`config.mk`:
```
export PLATFORM = sky130hd
export DESIGN_NAME = odcg_top
export DESIGN_NICKNAME = d
export VERILOG_FILES = /design/src/common/odcg_pkg.sv /design/src/common/odcg_meas_if.sv /design/src/logic/odcg_ring_osc.sv /design/src/logic/odcg_counter.sv /design/src/logic/odcg_top.sv
export SDC_FILE = /design/constraint.sdc
export NUM_CORES = 1
export LEC_CHECK = 0
export BUFFER_PORTS_ARGS = -buffer_cell sky130_fd_sc_hd__buf_2
export CAP_MARGIN = 20
export CORE_MARGIN = 1.5
export CORE_UTILIZATION = 35
export CTS_BUF_LIST = sky130_fd_sc_hd__clkbuf_16
export CTS_CLUSTER_SIZE = 8
export DETAILED_ROUTE_END_ITERATION = 10
export PLACE_DENSITY = 0.59
export SLEW_MARGIN = 10
export SYNTH_ARGS = -nofsm -noshare
export SYNTH_HDL_FRONTEND = slang
export SYNTH_SLANG_ARGS = --single-unit
```
`constraint.sdc`:
```
create_clock -name sys_clk -period 3.5 [get_ports sys_clk]
set_clock_uncertainty 0.05 [all_clocks]
set_input_delay 1.05 -clock sys_clk [delete_from_list [all_inputs] [get_ports sys_clk]]
set_output_delay 1.05 -clock sys_clk [all_outputs]
set_load 0.03 [all_outputs]
```
`src/common/odcg_pkg.sv`:
```
// package for the display clock generator: register map, widths, timing
// assumes a 32-bit apb slave bus and one system clock
`default_nettype none
package odcg_pkg;
  // ---------------------------------------------------------------
  // register offsets (byte addresses)
  // ---------------------------------------------------------------
  localparam logic [11:0] ODCG_TARGET_OFS = 12'h000;
  localparam logic [11:0] ODCG_MATCH_OFS = 12'h004;
  localparam logic [11:0] ODCG_STATUS_OFS = 12'h008;
  localparam logic [11:0] ODCG_CTRL_OFS = 12'h00c;
  // ---------------------------------------------------------------
  // field layout and reset values
  // ---------------------------------------------------------------
  localparam int ODCG_CNT_W = 11;
  localparam int ODCG_TGT_W = 8;
  localparam int ODCG_LOW_BITS = 3;
  localparam int ODCG_STAT_LOCK_BIT = 0;
  localparam int ODCG_STAT_RUN_BIT = 1;
  localparam int ODCG_CTRL_STOP_BIT = 0;
  localparam logic [7:0] ODCG_TARGET_RST = 8'h00;
  localparam logic [7:0] ODCG_MATCH_ALL = 8'hff;
  // ---------------------------------------------------------------
  // oscillator model and timing
  // ---------------------------------------------------------------
  localparam int ODCG_CLK_MHZ = 40;
  localparam int ODCG_FMIN_MHZ = 8;
  localparam int ODCG_FMAX_MHZ = 24;
  localparam int ODCG_PH_W = 16;
  localparam logic [15:0] ODCG_STEP_MIN =
    16'((ODCG_FMIN_MHZ * 65536) / ODCG_CLK_MHZ);
  localparam logic [15:0] ODCG_STEP_MAX =
    16'((ODCG_FMAX_MHZ * 65536) / ODCG_CLK_MHZ);
  localparam logic [15:0] ODCG_STEP_INC = 16'h0010;
  localparam logic [15:0] ODCG_STEP_START = 16'h8000;
  localparam int ODCG_SETTLE_LINES = 256;
  localparam int ODCG_LINE_CNT_W = 9;
  typedef enum logic [1:0] {ODCG_IDLE, ODCG_TRACK, ODCG_LOCKED}
    odcg_state_t;
endpackage
`default_nettype wire

```
`src/common/odcg_meas_if.sv`:
```
// carrier between controller and measurement counter
// assumes both ends run on sys_clk
`timescale 1ns/100ps
`default_nettype none
interface odcg_meas_if;
  logic osc_tick;
  logic line_done;
  logic [7:0] count_upper;
  logic [10:0] count_full;
  modport ctrl (output osc_tick, input line_done, count_upper, count_full);
  modport meas (input osc_tick, output line_done, count_upper, count_full);
endinterface
`default_nettype wire

```
`src/logic/odcg_ring_osc.sv`:
```
// numerically controlled stand-in for the ring oscillator
// assumes sys_clk fast enough for the 24 mhz top of range
`timescale 1ns/100ps
`default_nettype none
module odcg_ring_osc
(
  input wire logic sys_clk,
  input wire logic srst,
  input wire logic run,
  input wire logic [15:0] step,
  output logic tick,
  output logic osc_clk
);
  logic [15:0] phase_reg;
  logic [16:0] sum;
  assign sum = {1'b0, phase_reg} + {1'b0, step};
  always_ff @(posedge sys_clk)
  begin
    if (srst || !run)
    begin
      phase_reg <= 16'h0000;
      tick <= 1'b0;
      osc_clk <= 1'b0;
    end
    else
    begin
      phase_reg <= sum[15:0];
      tick <= sum[16];
      osc_clk <= sum[15];
    end
  end
endmodule
`default_nettype wire

```
`src/logic/odcg_counter.sv`:
```
// counts oscillator ticks over each sync high period
// assumes horizontal_sync_in is synchronous to sys_clk
`timescale 1ns/100ps
`default_nettype none
module odcg_counter
(
  input wire logic sys_clk,
  input wire logic srst,
  input wire logic horizontal_sync_in,
  odcg_meas_if.meas meas
);
  logic sync_d_reg;
  logic [10:0] cnt_reg;
  logic [10:0] cnt_next;
  wire sync_rise = horizontal_sync_in & ~sync_d_reg;
  wire sync_fall = ~horizontal_sync_in & sync_d_reg;
  assign cnt_next = (cnt_reg == 11'h7ff) ? cnt_reg : cnt_reg + 11'h001;
  always_ff @(posedge sys_clk)
  begin
    if (srst)
    begin
      sync_d_reg <= 1'b0;
      cnt_reg <= 11'h000;
      meas.line_done <= 1'b0;
      meas.count_upper <= 8'h00;
      meas.count_full <= 11'h000;
    end
    else
    begin
      sync_d_reg <= horizontal_sync_in;
      meas.line_done <= sync_fall;
      if (sync_rise)
        cnt_reg <= 11'h000;
      else if (horizontal_sync_in && meas.osc_tick)
        cnt_reg <= cnt_next;
      if (sync_fall)
      begin
        meas.count_upper <= cnt_reg[10:3];
        meas.count_full <= cnt_reg;
      end
    end
  end
endmodule
`default_nettype wire

```
`src/logic/odcg_top.sv`:
```
// display clock generator locked to the horizontal sync high period
// assumes apb master on sys_clk and sync synchronous to sys_clk
//
// The implementer's own choices: the APB register port and the register addresses.
`timescale 1ns/100ps
`default_nettype none
module odcg_top
(
  input wire logic sys_clk,
  input wire logic srst,
  input wire logic horizontal_sync_in,
  input wire logic cpu_stop_mode,
  input wire logic psel,
  input wire logic penable,
  input wire logic pwrite,
  input wire logic [11:0] paddr,
  input wire logic [31:0] pwdata,
  output logic [31:0] prdata,
  output logic pready,
  output logic pslverr,
  output logic osc_clk,
  output logic osc_running,
  output logic osc_locked
);
  // ---------------------------------------------------------------
  // registers and interconnect
  // ---------------------------------------------------------------
  odcg_meas_if meas_bus ();
  odcg_pkg::odcg_state_t state_reg;
  odcg_pkg::odcg_state_t state_next;
  logic [7:0] target_reg;
  logic [7:0] match_reg;
  logic [15:0] step_reg;
  logic [15:0] step_next;
  logic [8:0] line_cnt_reg;
  logic [15:0] probe_reg;
  logic [15:0] probe_next;
  logic [15:0] step_eff;
  logic skip_reg;
  logic [31:0] prdata_next;
  logic osc_tick;
  logic osc_clk_raw;
  logic [7:0] match_now;
  logic stop_unused;
  wire run = (target_reg != odcg_pkg::ODCG_TARGET_RST);
  // ---------------------------------------------------------------
  // apb decode
  // ---------------------------------------------------------------
  wire acc = psel & penable;
  wire wr_acc = acc & pwrite;
  wire sel_tgt = (paddr == odcg_pkg::ODCG_TARGET_OFS);
  wire sel_match = (paddr == odcg_pkg::ODCG_MATCH_OFS);
  wire sel_stat = (paddr == odcg_pkg::ODCG_STATUS_OFS);
  wire sel_ctrl = (paddr == odcg_pkg::ODCG_CTRL_OFS);
  wire mapped = sel_tgt | sel_match | sel_stat | sel_ctrl;
  wire tgt_wr = wr_acc & sel_tgt & ~pready;
  assign stop_unused = cpu_stop_mode;
  // ---------------------------------------------------------------
  // oscillator and measurement
  // ---------------------------------------------------------------
  odcg_ring_osc u_osc
  (
    .sys_clk(sys_clk),
    .srst(srst),
    .run(run),
    .step(step_eff),
    .tick(osc_tick),
    .osc_clk(osc_clk_raw)
  );
  assign meas_bus.osc_tick = osc_tick;
  odcg_counter u_cnt
  (
    .sys_clk(sys_clk),
    .srst(srst | tgt_wr),
    .horizontal_sync_in(horizontal_sync_in),
    .meas(meas_bus)
  );
  // ---------------------------------------------------------------
  // comparator and controller
  // ---------------------------------------------------------------
  assign match_now = ~(target_reg ^ meas_bus.count_upper);
  wire coincide = (match_now == odcg_pkg::ODCG_MATCH_ALL);
  wire too_slow = meas_bus.count_upper < target_reg;
  wire at_max = (step_reg >= odcg_pkg::ODCG_STEP_MAX);
  wire at_min = (step_reg <= odcg_pkg::ODCG_STEP_MIN);
  wire give_up = (line_cnt_reg ==
    9'(odcg_pkg::ODCG_SETTLE_LINES - 1));
  // binary search on the step keeps settling far inside 256 lines
  wire [15:0] step_base = too_slow ? step_reg : (step_reg & ~probe_reg);
  wire [15:0] step_try = step_base | (probe_reg >> 1);
  // clamp the search value to the legal oscillator range
  assign step_eff = at_max ? odcg_pkg::ODCG_STEP_MAX :
    (at_min ? odcg_pkg::ODCG_STEP_MIN : step_reg);
  always_comb
  begin
    state_next = state_reg;
    step_next = step_reg;
    probe_next = probe_reg;
    unique case (state_reg)
      odcg_pkg::ODCG_IDLE:
      begin
        if (run)
          state_next = odcg_pkg::ODCG_TRACK;
      end
      odcg_pkg::ODCG_TRACK:
      begin
        if (meas_bus.line_done && !skip_reg)
        begin
          if (coincide || give_up || probe_reg == 16'h0000)
            state_next = odcg_pkg::ODCG_LOCKED;
          else
          begin
            step_next = step_try;
            probe_next = probe_reg >> 1;
          end
        end
      end
      odcg_pkg::ODCG_LOCKED:
      begin
        state_next = odcg_pkg::ODCG_LOCKED;
      end
      default:
      begin
        state_next = odcg_pkg::ODCG_IDLE;
      end
    endcase
    if (tgt_wr)
    begin
      state_next = (pwdata[7:0] == odcg_pkg::ODCG_TARGET_RST) ?
        odcg_pkg::ODCG_IDLE : odcg_pkg::ODCG_TRACK;
      step_next = odcg_pkg::ODCG_STEP_START;
      probe_next = odcg_pkg::ODCG_STEP_START;
    end
  end
  always_ff @(posedge sys_clk)
  begin
    if (srst)
    begin
      state_reg <= odcg_pkg::ODCG_IDLE;
      step_reg <= odcg_pkg::ODCG_STEP_MIN;
      line_cnt_reg <= 9'h000;
      probe_reg <= 16'h0000;
      skip_reg <= 1'b0;
    end
    else
    begin
      state_reg <= state_next;
      step_reg <= step_next;
      probe_reg <= probe_next;
      // the first line after a write may be cut short, so it is ignored
      if (tgt_wr)
        skip_reg <= 1'b1;
      else if (meas_bus.line_done)
        skip_reg <= 1'b0;
      if (tgt_wr)
        line_cnt_reg <= 9'h000;
      else if (meas_bus.line_done && state_reg == odcg_pkg::ODCG_TRACK)
        line_cnt_reg <= line_cnt_reg + 9'h001;
    end
  end
  // ---------------------------------------------------------------
  // register file and apb answer
  // ---------------------------------------------------------------
  always_comb
  begin
    prdata_next = 32'h0000_0000;
    if (sel_tgt)
      prdata_next = {24'h000000, target_reg};
    else if (sel_match)
      prdata_next = {24'h000000, match_reg};
    else if (sel_stat)
      prdata_next = {30'h0000_0000, run,
        state_reg == odcg_pkg::ODCG_LOCKED};
  end
  always_ff @(posedge sys_clk)
  begin
    if (srst)
    begin
      target_reg <= odcg_pkg::ODCG_TARGET_RST;
      match_reg <= 8'h00;
      prdata <= 32'h0000_0000;
      pready <= 1'b0;
      pslverr <= 1'b0;
      osc_clk <= 1'b0;
      osc_running <= 1'b0;
      osc_locked <= 1'b0;
    end
    else
    begin
      pready <= acc & ~pready;
      pslverr <= acc & ~pready & ~mapped;
      prdata <= (acc & ~pready & ~pwrite) ? prdata_next : 32'h0000_0000;
      if (tgt_wr)
        target_reg <= pwdata[7:0];
      if (meas_bus.line_done)
        match_reg <= match_now;
      osc_clk <= osc_clk_raw & run;
      osc_running <= run | stop_unused & run;
      osc_locked <= (state_reg == odcg_pkg::ODCG_LOCKED);
    end
  end
endmodule
`default_nettype wire

```
==> impl_results.md <==
* Status: finished clean
* Post-layout util at 40.4%
* Final WL at 11.5 mm
* Reg clk slew, reported paths at 0.08 ns
* Area of the mapped netlist at 5420 sq um
* Sw Share at between 20% and 30%
* Critical path peak fanout at 3
* DR pass1 iterations at 5
* I/O Pins at 88
* Mapped Cells at 634
* GRT Residual Overflow at 0
* Register-to-Register Path Depth at 14
* Int Power at between 1.5 and 2 mW
* Register area share after synthesis at 41.0%
* Worst Hold Path EP: u_cnt.meas.count_upper[0]$_SDFFE_PP0P_
* CP most frequent cell: o311a_1
* Post-route setup slack at 0.184 ns
* Dpl ws at -0.0977 ns
* Synthesis-stage register bit count at 111
* Residual DRC count at 0
* Die span in x at 127 microns
* Worst IR Drop VDD at about 240 uV
* First-pass GRT wire length at 19.7 mm
* Headroom to the max-slew limit at between 30% and 40%
* Crit Path Category: reg -> reg
* CP Depth at 14
* PD cells at just under 400 nW/um^2
* Max cap viols at 0
* Max H-tree Level at 3
* Iter 0 DRT Violations at 171
* Post-DP HPWL at roughly 8.4 mm
* Vias in the first global route at 4,221
* Max clock buf depth at 2
* Unrepaired setup endpoints after global routing: yes
* Most common cell after layout, fill and taps aside: dfxtp_1
* WHS Path Cells at 2
* Drt wl/cell at 13.2 microns
* Fin crit period at 3.32 ns
* Final Hold Viols at 0
* Num rows at 45
* Port bufs at 38
* Commonest non-fill, non-tap cells in the layout: 111 x dfxtp_1, 79 x nand2_1, 78 x nor2_1
* HP Class: reg -> reg
* Top Family by Delay on Critical Path: compound AO/OA/AOI/OAI gates
* RePlAce Congestion at 0.800
* Post-synth EDFFs at 0
* Skew-Pair Late Insertion Delay at around 0.36 ns
* CTS tree: yes
* Buf/Inv on CP at 0
* Hold Crit Start: u_cnt.meas.count_upper[0]$_SDFFE_PP0P_
* Area Overhead vs Synth at 12.8%
* Share of layout cells above drive strength 1 at 12.6%
* FMAX at approximately 300 MHz
* Total of fill cells in the finished design at 1,504
* R2R setup slack at 0.18 ns
* Vias after detailed routing at 4,325
* Cell with the largest stage delay on the worst path: a2111oi_1
* Crit share post-route at 94.7%
* Antenna-violating nets left at 0
* Clock share of power at 42.7%
* Core area at 15,100 sq um
* Pins Over Slew Limit at 0
* Initial antenna violation count at 0
* Sw Pwr at 0.593 mW
* Synth warn at 0
* # clock sinks at between 100 and 150
* Post-Syn Area per Cell at between 8 and 9 sq um
* Combinational share of power at ~4.1%
* WP data required at 3.69 ns
* ANT cells at 0
* Crit start category: flip-flop
* CP Cell Sequence: o311a_1 > o311a_1 > nor3_2 > o21a_1 > and2_4 > nand2b_1 > ha_2 > fa_2 > a21oi_2 > o2111ai_2 > a31oi_2 > o211ai_1 > a2111oi_1 > nor2_1
* Hold buffers post-CTS at 0
* Nets at about 760
* Root buffer cell: clkbuf_16
* GRT Util Overall at 15.1%
* Largest net degree at the start of global routing at 42
* Max incr delay on CP at 0.36 ns
* CTS buffer count at 9
* Final setup fails at 0
* Die ar. at 16,200 sq um
* Primary FF master, synth: dfxtp_1
* Die span in y at 127 microns
* Ys async rst share at 0%
* Flop pwr share at 53.2%
* Leakage at 2.37 nW
* Slew @ Worst Pin at 0.918 ns
* Crit. End Element: flip-flop
* Distinct cells, synth at 54
* Via density at 4.98
* Initial core utilization at 35.8%
* Critical Path AT at 3.50 ns
* Critical R2R Launch: step_reg[0]$_SDFFE_PP1P_
* Reg2reg end: u_osc.tick$_SDFF_PP0_
-- how the worst max path moves through the flow --
stage | start | end | slack [ns]
5_1_grt | step_reg[0]$_SDFFE_PP1P_ | u_osc.tick$_SDFF_PP0_ | -0.03
2_1_floorplan | step_reg[0]$_SDFFE_PP1P_ | u_osc.tick$_SDFF_PP0_ | 0.03
4_1_cts | step_reg[0]$_SDFFE_PP1P_ | u_osc.tick$_SDFF_PP0_ | -0.04
6_report | step_reg[0]$_SDFFE_PP1P_ | u_osc.tick$_SDFF_PP0_ | 0.18
3_3_place_gp | step_reg[0]$_SDFFE_PP1P_ | u_osc.tick$_SDFF_PP0_ | -0.11
3_5_place_dp | step_reg[0]$_SDFFE_PP1P_ | u_osc.tick$_SDFF_PP0_ | -0.1
-- per-stage QoR --
stage          setup TNS [ns]  area (sq um)  instances  power, mW  hold WS, ns
5_1_grt               -0.0475          6120        869       2.48        0.447
2_1_floorplan               0          5520        657       1.39        0.382
6_report                    0          6120        869       2.39        0.413
4_1_cts               -0.0407          6090        867       2.43        0.416
3_3_place_gp           -0.122          5760        849       1.40        0.401
3_5_place_dp           -0.139          5760        849       1.40        0.405
-- layout make-up --
cell class / instances / area (sq um) / share of cell area (%)
inverters: 27 / 101 / 1.66
repair buffers: 56 / 325 / 5.32
well taps: 188 / 235 / 3.85
flip-flops and latches: 111 / 2220 / 36.3
clock buffers: 9 / 225 / 3.68
multi-input cells: 471 / 2930 / 47.9
clock inverters: 7 / 76.3 / 1.25
-- routing by layer --
metal / vias up / share of wire (%) / wire [microns] / GRT usage (%)
met1: 2018 / 48 / 5520 / 18.9
met4: 0 / 1.5 / 170 / 4.81
li1: 2220 / - / - / -
met3: 10 / 3.3 / 380 / 3.77
met2: 77 / 47 / 5430 / 25.4
met5: - / 0 / 0 / 0
-- timing repair --
item | in CTS | in global routing
resized for setup | 6 | 4
setup endpoints to repair | 2 | 6
setup buffers | 2 | 2
hold endpoints to repair | 0 | 0
pin swaps | 8 | 9
-- power by group through the flow --
stage	registers, mW	clock network, mW	logic (mW)
final	1.27	1.02	0.0987
after global routing	1.27	1.10	0.108
after CTS	1.27	1.06	0.0984
after detailed placement	1.30	0	0.0983
after global placement	1.30	0	0.0965
after floorplan	1.30	0	0.0920
-- synth_stat cells (8+ instances only) --
library cell | n | share of area [%]
a21oi_1 | 58 | 5.4
and2_1 | 9 | 1.0
buf_2 | 10 | 0.92
buf_4 | 26 | 3.6
clkbuf_1 | 10 | 0.69
dfxtp_1 | 111 | 41
ha_1 | 30 | 6.9
inv_1 | 27 | 1.9
mux2i_1 | 25 | 4.6
nand2_1 | 79 | 5.5
nand3_1 | 10 | 0.92
nand4_1 | 9 | 1.0
nor2_1 | 78 | 5.4
nor2b_1 | 9 | 1.0
nor4_1 | 9 | 1.0
o21a_1 | 8 | 1.1
o21ai_0 | 16 | 1.5
xnor2_1 | 16 | 2.6
xor2_1 | 10 | 1.6
-- logic make-up after synthesis --
logic type / synth area share, %
buffers and inverters: 7.22
adder cells (fa/ha/maj): 7.29
AND/OR/NAND/NOR: 20.4
other: 0.0692
XOR/XNOR: 4.20
multiplexers: 4.61
flip-flops: 41.0
AO/OA/AOI/OAI: 15.3
-- worst register-to-register path, stage by stage, from the launching register on --
cell and delay [ns]:
dfxtp_1 0.31, o311a_1 0.35, o311a_1 0.31, nor3_2 0.10, o21a_1 0.16, and2_4 0.16
nand2b_1 0.06, ha_2 0.18, fa_2 0.36, a21oi_2 0.17, o2111ai_2 0.18, a31oi_2 0.20
o211ai_1 0.15, a2111oi_1 0.36, nor2_1 0.10
(Power assumes the default switching activity.)
